===== src/sdc_regs.svh =====
/*
 * register offsets, field positions and reset values of the divider
 * configuration loader.
 * assumes: byte addresses on a 12-bit apb address, 32-bit data.
 */
`ifndef SDC_REGS_SVH
`define SDC_REGS_SVH

// register byte offsets
`define SDC_CFG_OFS 12'h000
`define SDC_DIV_OFS 12'h004
`define SDC_SHIFT_OFS 12'h008
`define SDC_CTRL_OFS 12'h00c
`define SDC_EVENT_OFS 12'h010

// serial stream layout, first bit shifted ends up at the top
`define SDC_SR_LEN 14
`define SDC_T_MSB 13
`define SDC_T_LSB 11
`define SDC_N_MSB 10
`define SDC_N_LSB 9
`define SDC_M_MSB 6

// control bits
`define SDC_CTRL_SER_EN 0
`define SDC_CTRL_TICK_EN 1

// event bits
`define SDC_EV_PAR_CAP 0
`define SDC_EV_SER_COMMIT 1
`define SDC_EV_SER_REFUSED 2

// reset values: pins pulled high, parallel strobe held low
`define SDC_PIN_RST 10'h1ff
`define SDC_CFG_RST 12'h1ff
`define SDC_CTRL_RST 2'h3

// advisory loop modulus window for a 16 MHz reference
`define SDC_M_MIN 7'h19
`define SDC_M_MAX 7'h32

`endif


===== src/sdc_pkg.sv =====
/*
 * types shared by the divider configuration loader.
 * assumes: nothing beyond a sv compiler.
 */
package sdc_pkg;

    // divider configuration as held in the counters
    typedef struct packed {
        logic [2:0] test;
        logic [1:0] odiv;
        logic [6:0] mod;
    } sdc_cfg_t;

endpackage : sdc_pkg


===== src/sdc_ser_if.sv =====
/*
 * carrier between the serial shifter and the loader core.
 * assumes: both ends run on core_clk.
 */
`timescale 1ns/10ps
interface sdc_ser_if #(parameter int SR_LEN = 14);
    logic [SR_LEN-1:0] shift;
    logic [4:0] bit_cnt;
    logic commit;

    modport sh (output shift, output bit_cnt, output commit);
    modport core (input shift, input bit_cnt, input commit);
endinterface : sdc_ser_if


===== src/sdc_ser_shift.sv =====
/*
 * serial three-wire shifter: samples the serial pins, shifts on each
 * serial clock rise, flags a commit on each serial load fall.
 * assumes: pins are asynchronous to core_clk and far slower than it.
 */
`timescale 1ns/10ps
`include "sdc_regs.svh"
module sdc_ser_shift #(
    parameter int SR_LEN = `SDC_SR_LEN
) (
    // clock and reset
    input wire logic core_clk,
    input wire logic rst,
    // serial pins
    input wire logic ser_clk,
    input wire logic ser_data,
    input wire logic ser_load,
    // towards the core
    sdc_ser_if.sh ser
);
    logic [2:0] s1;
    logic [2:0] s2;
    logic [2:0] s3;
    logic [2:0] pin;
    logic [2:0] pin_prev;
    logic clk_rise;

    // three-stage sampling; a level counts once stages two and three agree
    always_ff @(posedge core_clk) begin
        if (rst) begin
            s1 <= 3'h0;
            s2 <= 3'h0;
            s3 <= 3'h0;
            pin <= 3'h0;
            pin_prev <= 3'h0;
        end else begin
            s1 <= {ser_load, ser_data, ser_clk};
            s2 <= s1;
            s3 <= s2;
            pin <= (s3 & ~(s2 ^ s3)) | (pin & (s2 ^ s3));
            pin_prev <= pin;
        end
    end

    // data and clock share one pipeline, so setup at the pins is kept
    assign clk_rise = pin[0] & ~pin_prev[0];
    assign ser.commit = pin_prev[2] & ~pin[2];

    // shift on each serial clock rise, msb of each field first
    always_ff @(posedge core_clk) begin
        if (rst) begin
            ser.shift <= '0;
        end else if (clk_rise) begin
            ser.shift <= {ser.shift[SR_LEN-2:0], pin[1]};
        end
    end

    // bits seen since the last commit, saturating
    always_ff @(posedge core_clk) begin
        if (rst || ser.commit) begin
            ser.bit_cnt <= 5'h00;
        end else if (clk_rise && ser.bit_cnt != 5'h1f) begin
            ser.bit_cnt <= 5'(ser.bit_cnt + 5'h01);
        end
    end

    property p_shift_step;
        @(posedge core_clk) disable iff (rst)
        clk_rise |=> ser.shift == {$past(ser.shift[SR_LEN-2:0]), $past(pin[1])};
    endproperty
    a_shift_step: assert property (p_shift_step) else $error("shift missed a bit");

    property p_shift_hold;
        @(posedge core_clk) disable iff (rst)
        !clk_rise |=> $stable(ser.shift);
    endproperty
    a_shift_hold: assert property (p_shift_hold) else $error("shift moved without clock");

endmodule : sdc_ser_shift


===== src/sdc_config_loader.sv =====
/*
 * divider configuration loader of a pll clock synthesizer: parallel
 * pins with a load strobe, serial shifter with a commit strobe, apb
 * status and control registers, and an output divider tick.
 * assumes: all pins are asynchronous to core_clk (100 MHz); the apb
 * master runs on core_clk; reset is synchronous and active high.
 */
// Implementation choices: register access over APB and the register offsets.
`timescale 1ns/10ps
`include "sdc_regs.svh"
module sdc_config_loader (
    // clock and reset
    input wire logic core_clk,
    input wire logic rst,
    // apb slave
    input wire logic [11:0] paddr,
    input wire logic psel,
    input wire logic penable,
    input wire logic pwrite,
    input wire logic [31:0] pwdata,
    input wire logic [3:0] pstrb,
    output logic [31:0] prdata,
    output logic pready,
    output logic pslverr,
    // parallel configuration pins
    input wire logic par_load_n,
    input wire logic [6:0] loop_mod_pin,
    input wire logic [1:0] out_div_pin,
    // serial configuration pins
    input wire logic ser_clk,
    input wire logic ser_data,
    input wire logic ser_load,
    // divider configuration
    output logic [6:0] loop_mod,
    output logic [1:0] out_div_sel,
    output logic [2:0] test_sel,
    output logic [3:0] out_div_ratio,
    output logic [7:0] fb_div,
    output logic out_tick
);
    logic [9:0] par_s1;
    logic [9:0] par_s2;
    logic [9:0] par_s3;
    logic [9:0] par_pin;
    logic pload_prev;
    logic pload_hi;
    logic pload_rise;
    sdc_pkg::sdc_cfg_t cfg;
    logic commit_ok;
    logic commit_refused;
    logic ser_en;
    logic tick_en;
    logic [2:0] ev;
    logic [2:0] ev_set;
    logic [2:0] ev_clr;
    logic [3:0] div_cnt;
    logic m_ok;
    logic hit;
    logic wr;

    sdc_ser_if #(.SR_LEN(`SDC_SR_LEN)) ser ();

    // divider select decode, shared by the ratio register and the tick
    function automatic logic [3:0] odiv_ratio(input logic [1:0] sel);
        logic [3:0] r;
        r = 4'h1;
        case (sel)
            2'b11: r = 4'h1;
            2'b00: r = 4'h2;
            2'b01: r = 4'h4;
            2'b10: r = 4'h8;
            default: r = 4'h1;
        endcase
        return r;
    endfunction : odiv_ratio

    // serial shifter lives in its own module
    sdc_ser_shift #(.SR_LEN(`SDC_SR_LEN)) u_shift (
        .core_clk(core_clk),
        .rst(rst),
        .ser_clk(ser_clk),
        .ser_data(ser_data),
        .ser_load(ser_load),
        .ser(ser.sh)
    );

    // three-stage sampling of strobe and parallel pins
    always_ff @(posedge core_clk) begin
        if (rst) begin
            par_s1 <= `SDC_PIN_RST;
            par_s2 <= `SDC_PIN_RST;
            par_s3 <= `SDC_PIN_RST;
            par_pin <= `SDC_PIN_RST;
        end else begin
            par_s1 <= {par_load_n, out_div_pin, loop_mod_pin};
            par_s2 <= par_s1;
            par_s3 <= par_s2;
            par_pin <= (par_s3 & ~(par_s2 ^ par_s3)) | (par_pin & (par_s2 ^ par_s3));
        end
    end

    // strobe edge, seen on the filtered level
    always_ff @(posedge core_clk) begin
        if (rst) begin
            pload_prev <= 1'b0;
        end else begin
            pload_prev <= par_pin[9];
        end
    end

    assign pload_hi = par_pin[9];
    assign pload_rise = pload_hi & ~pload_prev;

    // serial commit only with the parallel strobe high and no capture now
    assign commit_ok = ser.commit & pload_hi & ~pload_rise & ser_en;
    assign commit_refused = ser.commit & ~commit_ok;

    // counter load: parallel transparent, parallel capture, then serial
    always_ff @(posedge core_clk) begin
        if (rst) begin
            cfg <= `SDC_CFG_RST;
        end else if (!pload_hi) begin
            cfg.test <= 3'h0;
            cfg.odiv <= par_pin[8:7];
            cfg.mod <= par_pin[6:0];
        end else if (pload_rise) begin
            cfg.odiv <= par_pin[8:7];
            cfg.mod <= par_pin[6:0];
        end else if (commit_ok) begin
            cfg.test <= ser.shift[`SDC_T_MSB:`SDC_T_LSB];
            cfg.odiv <= ser.shift[`SDC_N_MSB:`SDC_N_LSB];
            cfg.mod <= ser.shift[`SDC_M_MSB:0];
        end
    end

    assign loop_mod = cfg.mod;
    assign out_div_sel = cfg.odiv;
    assign test_sel = cfg.test;

    // derived divide figures; feedback runs at twice the modulus
    // because the reference is halved before the phase compare
    always_ff @(posedge core_clk) begin
        if (rst) begin
            out_div_ratio <= 4'h1;
            fb_div <= 8'h00;
            m_ok <= 1'b0;
        end else begin
            out_div_ratio <= odiv_ratio(cfg.odiv);
            fb_div <= {cfg.mod, 1'b0};
            m_ok <= (cfg.mod >= `SDC_M_MIN) && (cfg.mod <= `SDC_M_MAX);
        end
    end

    // output divider as a clock enable on the core clock
    always_ff @(posedge core_clk) begin
        if (rst || !tick_en) begin
            div_cnt <= 4'h0;
            out_tick <= 1'b0;
        end else if (div_cnt >= 4'(odiv_ratio(cfg.odiv) - 4'h1)) begin
            div_cnt <= 4'h0;
            out_tick <= 1'b1;
        end else begin
            div_cnt <= 4'(div_cnt + 4'h1);
            out_tick <= 1'b0;
        end
    end

    // apb decode; zero wait states, unmapped answers with an error
    assign pready = 1'b1;
    assign wr = psel & penable & pwrite;
    assign hit = (paddr == `SDC_CFG_OFS) || (paddr == `SDC_DIV_OFS) ||
        (paddr == `SDC_SHIFT_OFS) || (paddr == `SDC_CTRL_OFS) ||
        (paddr == `SDC_EVENT_OFS);
    assign pslverr = psel & penable & ~hit;

    // read data registered in the setup phase, ready in the access phase
    always_ff @(posedge core_clk) begin
        if (rst) begin
            prdata <= 32'h0000_0000;
        end else if (psel && !penable && !pwrite) begin
            if (paddr == `SDC_CFG_OFS) begin
                prdata <= {14'h0, m_ok, pload_hi, 1'b0, cfg.test, 2'h0, cfg.odiv,
                    1'b0, cfg.mod};
            end else if (paddr == `SDC_DIV_OFS) begin
                prdata <= {16'h0, fb_div, 4'h0, out_div_ratio};
            end else if (paddr == `SDC_SHIFT_OFS) begin
                prdata <= {11'h0, ser.bit_cnt, 2'h0, ser.shift};
            end else if (paddr == `SDC_CTRL_OFS) begin
                prdata <= {30'h0, tick_en, ser_en};
            end else if (paddr == `SDC_EVENT_OFS) begin
                prdata <= {29'h0, ev};
            end else begin
                prdata <= 32'h0000_0000;
            end
        end
    end

    // control register; serial gate lets software hold the counters against serial commits
    always_ff @(posedge core_clk) begin
        if (rst) begin
            {tick_en, ser_en} <= `SDC_CTRL_RST;
        end else if (wr && pstrb[0] && paddr == `SDC_CTRL_OFS) begin
            ser_en <= pwdata[`SDC_CTRL_SER_EN];
            tick_en <= pwdata[`SDC_CTRL_TICK_EN];
        end
    end

    // sticky events, write one to clear; a new event beats the clear
    assign ev_set = {commit_refused, commit_ok, pload_rise};
    assign ev_clr = (wr && pstrb[0] && paddr == `SDC_EVENT_OFS) ? pwdata[2:0] : 3'h0;

    always_ff @(posedge core_clk) begin
        if (rst) begin
            ev <= 3'h0;
        end else begin
            ev <= (ev & ~ev_clr) | ev_set;
        end
    end

    property p_div8;
        @(posedge core_clk) disable iff (rst)
        (out_div_sel == 2'b10 && $past(out_div_sel) == 2'b10) |-> out_div_ratio == 4'h8;
    endproperty
    a_div8: assert property (p_div8) else $error("select 10 not divide by 8");

    property p_div1;
        @(posedge core_clk) disable iff (rst)
        (out_div_sel == 2'b11 && $past(out_div_sel) == 2'b11) |-> out_div_ratio == 4'h1;
    endproperty
    a_div1: assert property (p_div1) else $error("select 11 not divide by 1");

    // the figure lags reset by one edge, so skip the edge right after it
    property p_fb;
        @(posedge core_clk) disable iff (rst)
        (!$past(rst) && $stable(loop_mod)) |-> fb_div == {loop_mod, 1'b0};
    endproperty
    a_fb: assert property (p_fb) else $error("feedback not twice modulus");

    property p_par_capture;
        @(posedge core_clk) disable iff (rst)
        pload_rise |=> loop_mod == $past(par_pin[6:0]) && out_div_sel == $past(par_pin[8:7]);
    endproperty
    a_par_capture: assert property (p_par_capture) else $error("capture missed");

    property p_transparent;
        @(posedge core_clk) disable iff (rst)
        !pload_hi |=> loop_mod == $past(par_pin[6:0]) && out_div_sel == $past(par_pin[8:7]);
    endproperty
    a_transparent: assert property (p_transparent) else $error("not transparent");

    property p_test_zero;
        @(posedge core_clk) disable iff (rst)
        !pload_hi |=> test_sel == 3'h0;
    endproperty
    a_test_zero: assert property (p_test_zero) else $error("test select not forced");

    property p_ser_commit;
        @(posedge core_clk) disable iff (rst)
        commit_ok |=> test_sel == $past(ser.shift[13:11]) &&
            out_div_sel == $past(ser.shift[10:9]) && loop_mod == $past(ser.shift[6:0]);
    endproperty
    a_ser_commit: assert property (p_ser_commit) else $error("serial commit wrong");

    property p_par_first;
        @(posedge core_clk) disable iff (rst)
        (pload_rise && ser.commit) |=> loop_mod == $past(par_pin[6:0]);
    endproperty
    a_par_first: assert property (p_par_first) else $error("serial beat parallel");

    property p_test_hold;
        @(posedge core_clk) disable iff (rst)
        (pload_hi && !ser.commit) |=> test_sel == $past(test_sel);
    endproperty
    a_test_hold: assert property (p_test_hold) else $error("test select moved");

    property p_div2;
        @(posedge core_clk) disable iff (rst)
        (out_div_sel == 2'b00 && $past(out_div_sel) == 2'b00) |-> out_div_ratio == 4'h2;
    endproperty
    a_div2: assert property (p_div2) else $error("select 00 not divide by 2");

    property p_div4;
        @(posedge core_clk) disable iff (rst)
        (out_div_sel == 2'b01 && $past(out_div_sel) == 2'b01) |-> out_div_ratio == 4'h4;
    endproperty
    a_div4: assert property (p_div4) else $error("select 01 not divide by 4");

    // an applied commit must always leave its event behind
    property p_commit_event;
        @(posedge core_clk) disable iff (rst)
        commit_ok |=> ev[`SDC_EV_SER_COMMIT];
    endproperty
    a_commit_event: assert property (p_commit_event) else $error("commit event lost");

    // a refused commit with the strobe high and no capture leaves the counters alone
    property p_refused_hold;
        @(posedge core_clk) disable iff (rst)
        (commit_refused && pload_hi && !pload_rise) |=> $stable(loop_mod) && $stable(test_sel);
    endproperty
    a_refused_hold: assert property (p_refused_hold) else $error("refused commit applied");

    property p_m_window;
        @(posedge core_clk) disable iff (rst)
        !$past(rst) |-> m_ok == ($past(cfg.mod) >= `SDC_M_MIN && $past(cfg.mod) <= `SDC_M_MAX);
    endproperty
    a_m_window: assert property (p_m_window) else $error("modulus window flag wrong");

endmodule : sdc_config_loader


===== config.mk =====
export PLATFORM = sky130hd
export DESIGN_NAME = sdc_config_loader
export DESIGN_NICKNAME = d
export VERILOG_FILES = /design/src/sdc_pkg.sv /design/src/sdc_ser_if.sv /design/src/sdc_ser_shift.sv /design/src/sdc_config_loader.sv
export VERILOG_INCLUDE_DIRS = /design/src
export SDC_FILE = /design/constraint.sdc
export NUM_CORES = 1
export LEC_CHECK = 0
export CAP_MARGIN = 15
export CORE_MARGIN = 5
export CORE_UTILIZATION = 50
export CTS_CLUSTER_DIAMETER = 120
export DETAILED_ROUTE_END_ITERATION = 10
export DONT_BUFFER_PORTS = 1
export GPL_TIMING_DRIVEN = 0
export PLACE_DENSITY = 0.67
export SYNTH_ARGS = -nofsm -noshare
export SYNTH_HDL_FRONTEND = slang
export SYNTH_SLANG_ARGS = --single-unit
export TNS_END_PERCENT = 10

===== constraint.sdc =====
create_clock -name core_clk -period 2.1 [get_ports core_clk]
set_clock_uncertainty 0.2 [all_clocks]
set_input_delay 0.105 -clock core_clk [delete_from_list [all_inputs] [get_ports core_clk]]
set_output_delay 0.105 -clock core_clk [all_outputs]
set_load 0.03 [all_outputs]

[Word level (Yosys, flattened, before mapping)]
Cells that the tools add are included.
Word-level totals
  input port bits: 66
  flip-flop bits (word level): 142
  word-level logic and storage cells: 103
Operators by class
  bitwise operators: 30
  $lt $le $gt $ge: 3
  $add $sub $neg: 3
  equality and inequality tests: 9
  mux-type cells: 12
  reductions and logical operators: 21
Operator list (count)
  $mux 21: 3
  $eq 12x4->1 const B: 2
  $and 10x10->10: 2
  $mux 9: 2
  $pmux 4 s4: 1
  $eq 12x3->1 const B: 1
  $eq 12x5->1 const B: 1
  $logic_not 12->1: 1
  $mux 12: 1
  $and 1x1->1: 10
  $not 10->10: 1
  $or 10x10->10: 1
  $xor 10x10->10: 1
  $and 3x3->3: 3
  $mux 3: 3
  $ge 7x5->1 const B: 1
  $le 7x6->1 const B: 1
  $logic_and 1x1->1: 7
  $not 1->1: 7
  $logic_or 1x1->1: 6
  $not 3->3: 2
  $or 3x3->3: 2
  $add 5x1->5 const B: 1
  $ne 5x5->1 const B: 1
  13 further kinds: 17

[Longest topological paths before layout]
Gate-level depths: netlist of run 1.
  depth in word-level cells: 8
  depth in mapped cells: 7
  gate-level depth less buffers: 7

[Cells and area by module]
From an unflattened synthesis of run 1, not the netlist that was laid out.
Second synthesis, totals
  cell total of the unflattened synthesis: 538
  area total of the unflattened synthesis: 4902.2 um2
Modules (own cells, without submodules)
  sdc_config_loader: instances 1, cells each 413, area each 3769.9 um2
  sdc_ser_shift: instances 1, cells each 125, area each 1132.3 um2

[Worst setup path after synthesis of run 1]
No wires, ideal clock.
  path kind: reg-to-reg
  start point: register u_shift.ser.bit_cnt[0]
  end point: register u_shift.ser.bit_cnt[3]
  stages on the path, launching flop included: 8
  data arrival time: 1649 ps
  setup slack: 134 ps
  path buffers: 0
  library setup time: 117 ps
  data required time: 1783 ps
  path through: dfxtp_1 > ha_1 > and3_1 > ha_1 > nor3b_1 > nand4_1 > xor2_1 > nor2_1
Between the ends
  cells in the longest elaborated chain, start to end: 2
  elaborated cells between the ends (all ways): 3
  classes of those cells: add/sub: 1; eq/ne: 1; reduce/logical: 1
Ends and longest elaborated chain
  start, declared: line sdc_ser_if.sv:11  | modport sh (output shift, output bit_cnt, output commit);
  start signal, assigned: line sdc_ser_shift.sv:63  | ser.bit_cnt <= 5'(ser.bit_cnt + 5'h01);
  parallel branches: the longest is 2 deep, another holds $add 5x1->5
Parallel ways; which one is timed is not known.
A chain may end at the register's enable or synchronous reset.

[Final worst setup path of run 1]
  start point: input port paddr[3]
  end point: register ev[2]
Between the ends
  cells in the longest elaborated chain, start to end: 6
Ends and longest elaborated chain
  start, declared: line sdc_config_loader.sv:16  | input wire logic [11:0] paddr,
  $eq 12x5->1 (no line)
  $logic_and 1x1->1 (no line)
  $mux 3: line sdc_config_loader.sv:210  | assign ev_clr = (wr && pstrb[0] && paddr == `SDC_EVENT_OFS) ? pwdata[2:0] : 3'h0;
  $not 3->3: line sdc_config_loader.sv:216  | ev <= (ev & ~ev_clr) | ev_set;
  $and 3x3->3: line sdc_config_loader.sv:216
  $or 3x3->3: line sdc_config_loader.sv:216
  end signal, assigned: line sdc_config_loader.sv:216
  end, declared: line sdc_config_loader.sv:53  | logic [2:0] ev;
No other way between the ends.

==> flow_summary.json, run 1 <==
{
  "status": "complete, no violations",
  "setup-violations-final": 0,
  "hp-start": "paddr[4]",
  "synth_cell_type_count": 46,
  "port_buffers": 0,
  "cp.arrival_ns": 2.26,
  "report.final.hold_viol_count": 0,
  "fin_cells": 750,
  "ir_worst_vdd_mv": 0.4873,
  "rows": 36,
  "grt_first_pass_wirelength_um": 18880,
  "synth_cells": 540,
  "chipWidth_um": 109.1,
  "first_iter_violations": 190,
  "wire_per_inst_um": 15.93,
  "first_global_vias": 3812,
  "synth_area_per_cell_um2": 9.099,
  "n_antenna_cell": 0,
  "rsz0062_at_grt": "true",
  "reg2reg_slack_ns": 0.14,
  "start_util_pct": 50.74,
  "synthArstFlopShare_pct": 0,
  "routed_wl_um": 11950,
  "crit_type": "in -> reg",
  "drive_above_1_share_pct": 15.24,
  "crit_path_cell_trace": "buf_2 > dlygate4sd3_1 > nor2_2 > and4_1 > a311oi_1 > dlygate4sd3_1",
  "ys_top_cells_by_area": "dfxtp_1, a21oi_1, nand2_1",
  "max_freq_mhz": 483.4,
  "leakage_nw": 2.268,
  "switching_share_pct": 22.83,
  "drc": 0,
  "first_pass_iters": 7,
  "nets": 680,
  "synthXorXnorAreaFrac_pct": 0.8913,
  "cts_root_buf": "clkbuf_8",
  "p_comb_share_pct": 4.6,
  "path_clk_slew_ns": 0.06,
  "die_h_um": 109.1,
  "seqPwrFrac_pct": 46.0,
  "r2r_start": "out_div_sel[0]",
  "area_growth_pct": 23.45,
  "internal-power_mw": 4.271,
  "synth_seq_cells": 129,
  "slew_viol_final": 0,
  "synth_top_area_share_pct": 52.56,
  "synth_top_family_by_area": "simple AND/OR/NAND/NOR gates",
  "gp_congestion": 0.8545,
  "finalCritPeriodShare_pct": 98.51,
  "cts_tree": "yes",
  "hpwl_um": 8410,
  "synth.largest_area_cell": "dfxtp_1",
  "num-fill-cells": 799,
  "crit_required_ns": 2.29,
  "layout_setup_ws_ns": 0.03133,
  "hp-class": "in -> reg",
  "netlist_area_um2": 4913,
  "p_switching_mw": 1.264,
  "vias_per_cell": 5.235,
  "max_stage_delay_ns": 0.65,
  "fin_util_pct": 62.64,
  "max_slew_margin_pct": 55.05,
  "cts_sinks": 129,
  "crit_path_top_delay_cell": "dlygate4sd3_1",
  "grt_max_degree": 17,
  "ant_nets": 0,
  "cpMostUsedCell": "dlygate4sd3_1",
  "synth_compound_area_share_pct": 13.67,
  "synthFlopType": "dfxtp_1",
  "synth_edf_count": 0,
  "preCtsSetupSlack_ns": -0.2089,
  "final_cell_area_um2": 6066,
  "clk_path_buf_depth": 2,
  "critPathTopFamily": "buffers and inverters",
  "synthAdderAreaFrac_pct": 2.546,
  "min_period_ns": 2.069,
  "seq_area_frac_synth_pct": 52.56,
  "placed_cells": 684,
  "crit_start": "paddr[3]",
  "synth_mux_area_share_pct": 2.903,
  "path_buf_inv": 3,
  "yosys_warnings": 0,
  "end_kind": "flop",
  "via_count": 3926,
  "synth-simple-area-share_pct": 22.15,
  "cellPowerDensity_nw_per_um2": 912.4,
  "cts_buffers": 17,
  "start_kind": "input pin",
  "max-cap-violations": 0,
  "core_um2": 9684,
  "total_power_mw": 5.534,
  "grt-ovfl-total": 0,
  "grt.total_usage_pct": 20.53,
  "pwr-share-clk_pct": 49.4,
  "ios": 125,
  "insertion_delay_ns": 0.51,
  "worst_pin_slew_ns": 0.6692,
  "placed_cell_area_um2": 5121,
  "antenna_found_initial": 0,
  "fp.dieArea_um2": 11910,
  "worstPathMaxFanout": 9,
  "htree_levels": 4
}
## cell type report
cell class | instances | area [um^2] | share of cell area [%]
flip-flops and latches | 129 | 2590 | 42.70
well taps | 133 | 166.4 | 2.743
clock buffers | 21 | 459.2 | 7.570
repair buffers | 34 | 340.3 | 5.611
plain buffers | 39 | 210.2 | 3.465
clock inverters | 11 | 105.1 | 1.733
inverters | 11 | 41.29 | 0.6807
multi-input cells | 372 | 2153 | 35.50
## path summary, 6_finish.rpt
check               endpoint  cells after the start
setup / recovery       ev[2]                      6
hold / removal    prdata[10]                      4
setup reg to reg  div_cnt[3]                      7
hold reg to reg    par_s2[5]                      1
## placed cells by master, fill, tap and decap left out, types with 3 or more instances in the layout
cell type	synthesis	routed
mux2i_1	12	12
clkinv_2	0	3
clkbuf_16	0	16
ha_1	10	9
or2_2	27	27
buf_2	3	3
o2bb2ai_1	4	4
xor2_1	3	3
conb_1	2	13
dlygate4sd3_1	0	32
nand2_1	67	67
nor2_1	28	27
nand2b_1	8	8
clkbuf_8	0	4
and3_1	3	3
dfxtp_1	129	127
buf_4	13	14
nor2b_1	29	29
nand3_1	22	21
inv_1	11	11
a21oi_1	72	72
o21ai_0	30	30
clkinvlp_4	0	3
nor3_1	8	8
clkbuf_1	16	17
buf_1	5	5
a221oi_1	4	4
## power by group through the flow
stage,registers (mW),logic [mW],clock network [mW]
after floorplan,2.59,0.169,0
after global routing,2.55,0.281,2.87
after CTS,2.55,0.254,2.76
final,2.55,0.256,2.73
after global placement,2.60,0.205,0
after detailed placement,2.60,0.208,0
## through the flow
stage          TNS [ns]  hold slack (ns)
4_1_cts               0         0.002499
5_1_grt        -0.03698          0.01535
3_3_place_gp    -0.6635         0.009967
2_1_floorplan         0         0.008811
6_report              0          0.01885
3_5_place_dp    -0.9797          0.01085
## layer usage
layer  GRT usage (%)  part of all wire, %  vias up
met4           8.927                  2.3        0
met1           24.50                   41     1798
met5               0                    0        -
met3           6.572                  9.0       24
met2           33.86                   48      154
li1                -                    -     1950
## worst register-to-register path, delay by kind of cell (launching register included)
family | cells | cell delay (ns)
adders and majority gates | 2 | 0.55
DFF | 1 | 0.46
AOI/OAI and AO/OA | 2 | 0.41
buffers and inverters | 2 | 0.14
and+or+nand+nor | 1 | 0.14
## synthesized netlist by cell type, types with 3 or more instances
master / instances
dfxtp_1: 129
a21oi_1: 72
nand2_1: 67
o21ai_0: 30
nor2b_1: 29
nor2_1: 28
or2_2: 27
nand3_1: 22
clkbuf_1: 16
buf_4: 13
mux2i_1: 12
inv_1: 11
ha_1: 10
nand2b_1: 8
nor3_1: 8
buf_1: 5
a221oi_1: 4
o2bb2ai_1: 4
and3_1: 3
buf_2: 3
xor2_1: 3
## repair_timing
item | in CTS | in global routing
pin swaps | 0 | 2
gates resized for setup | 4 | 8
endpoints found under the hold margin | 40 | 0
setup endpoints to repair | 8 | 17
hold buffers | 33 | 0
buffers inserted | 0 | 1
## kinds of logic (layout without fill, tap and decap cells)
group	Yosys count	after routing
buf+inv	50	116
other cells	2	13
xor+xnor	5	5
mux	14	14
simple gates	209	209
fa+ha+maj	10	10
compound gates	121	121
flops	129	129
Note: power is estimated with default switching activity, not from simulation.
==> inputs of run 2 (changes only) <==
- PLACE_DENSITY: 0.67 -> 0.64
- clock period: 2.1 -> 2.05 ns (I/O delays scaled with it)
==> run 2 against run 1 <==
The flow now finishes with violations (negative setup slack). Register-to-register slack got worse by 0.15 ns. Cell area increased by 4.6%. Sequential power grew 2%. Non-clock buffer count is 20 higher. Largest cell class unchanged.
==> flow_summary.json, run 2 (synthesis gave the netlist of run 1 again) <==
{
  "core_um2": 9684,
  "routed_wl_um": 12530,
  "cts_root_buf": "clkbuf_8",
  "crit_type": "reg -> reg",
  "cellPowerDensity_nw_per_um2": 955.0,
  "grt-ovfl-total": 0,
  "fp.dieArea_um2": 11910,
  "first_iter_violations": 255,
  "fin_util_pct": 65.50,
  "first_pass_iters": 4,
  "slew_viol_final": 0,
  "ant_nets": 0,
  "drive_above_1_share_pct": 14.44,
  "cts_tree": "yes",
  "total_power_mw": 6.058,
  "finalCritPeriodShare_pct": 100.7,
  "worst_pin_slew_ns": 0.6560,
  "ir_worst_vdd_mv": 0.4547,
  "final_cell_area_um2": 6344,
  "antenna_found_initial": 0,
  "preCtsSetupSlack_ns": -0.2265,
  "path_clk_slew_ns": 0.06,
  "setup-violations-final": 1,
  "chipWidth_um": 109.1,
  "start_util_pct": 50.74,
  "ios": 125,
  "rows": 36,
  "min_period_ns": 2.064,
  "rsz0062_at_grt": "true",
  "fin_cells": 770,
  "layout_commonest_cell": "dfxtp_1",
  "max_stage_delay_ns": 0.59,
  "area_growth_pct": 29.11,
  "port_buffers": 0,
  "first_global_vias": 4042,
  "layout_setup_ws_ns": -0.01368,
  "wire_per_inst_um": 16.28,
  "die_h_um": 109.1,
  "most-common-layout-cells": "dfxtp_1, a21oi_1, nand2_1, dlygate4sd3_1, o21ai_0",
  "crit_path_cell_trace": "nand3_1 > a21oi_1 > a311oi_1 > dlygate4sd3_1",
  "drc": 0,
  "num-fill-cells": 786,
  "hp-class": "in -> reg",
  "vias_per_cell": 5.291,
  "status": "complete, but fails checks",
  "end_kind": "flop",
  "report.final.hold_viol_count": 0,
  "n_antenna_cell": 0,
  "start_kind": "flop",
  "htree_levels": 4,
  "nets": 700,
  "leakage_nw": 2.333,
  "holdWs_ns": 0.01835,
  "cts_sinks": 129,
  "placed_cells": 684,
  "grt.total_usage_pct": 21.48,
  "crit_path_top_delay_cell": "dlygate4sd3_1",
  "placed_cell_area_um2": 5121,
  "cp.arrival_ns": 2.26,
  "crit_required_ns": 2.24,
  "max_freq_mhz": 484.6,
  "worstPathMaxFanout": 8,
  "max_slew_margin_pct": 56.41,
  "via_count": 4074,
  "grt_max_degree": 17,
  "cts_buffers": 17,
  "gp_congestion": 0.8710,
  "tns_ns": -0.01368,
  "clk_path_buf_depth": 2,
  "max-cap-violations": 0,
  "grt_first_pass_wirelength_um": 19590,
  "insertion_delay_ns": 0.52,
  "hpwl_um": 8371,
  "violations": "negative setup slack"
}
## run 2: changes by cell type in the layout (fill, tap and decap cells not counted), sizes merged
cell and change:
dlygate4sd3 +18, bufinv +4, clkinv -3, dlymetal6s4s +2, inv -2, clkbuf +1
## run 2: power breakdown
part           total [mW]  leakage [nW]  internal [mW]  switching [mW]
Sequential           2.61          1.05           2.55          0.0552
Combinational       0.272         0.987          0.116           0.156
Clock                3.18         0.295           2.12            1.05
Total                6.06          2.33           4.79            1.26
## run 2: layout make-up
type,instances,area [um^2],share of cell area [%]
Buffer,39,210.2,3.314
Clock buffer,22,442.9,6.982
Clock inverter,10,182.7,2.880
Inverter,11,41.29,0.6509
Multi-Input combinational cell,372,2150,33.89
Sequential cell,129,2592,40.87
Tap cell,133,166.4,2.623
Timing Repair Buffer,54,558.0,8.797
## run 2: timing repair
action,CTS,global route
setup endpoints to repair,9,26
resized for setup,5,10
pin swaps,0,3
hold endpoints to repair,39,10
buffers inserted,0,1
hold buffers,50,3
## run 2: final timing paths
check | startpoint | to | cells after the start | slack, ns
worst min-delay path | loop_mod_pin[3] | par_s1[3] | 2 | 0.02
worst min register to register | par_s1[5] | par_s2[5] | 1 | 0.20
worst max register to register | flop | ev[2] | 4 | -0.01
worst max-delay path | flop | ev[2] | 4 | -0.01
## run 2: critical path: cells and delay by family (launching register included)
| kind | cells | cell delay (ns) |
|---|---|---|
| buffers and inverters | 1 | 0.59 |
| DFF | 1 | 0.51 |
| and+or+nand+nor | 1 | 0.33 |
| AOI/OAI and AO/OA | 2 | 0.31 |
## run 2: metal layers
metal	share of wire [%]	vias to the layer above	GRT usage (%)
met1	41	1911	24.51
met2	48	148	36.71
li1	-	1986	-
met4	2.9	0	11.18
met5	0	-	0
met3	7.4	29	5.684
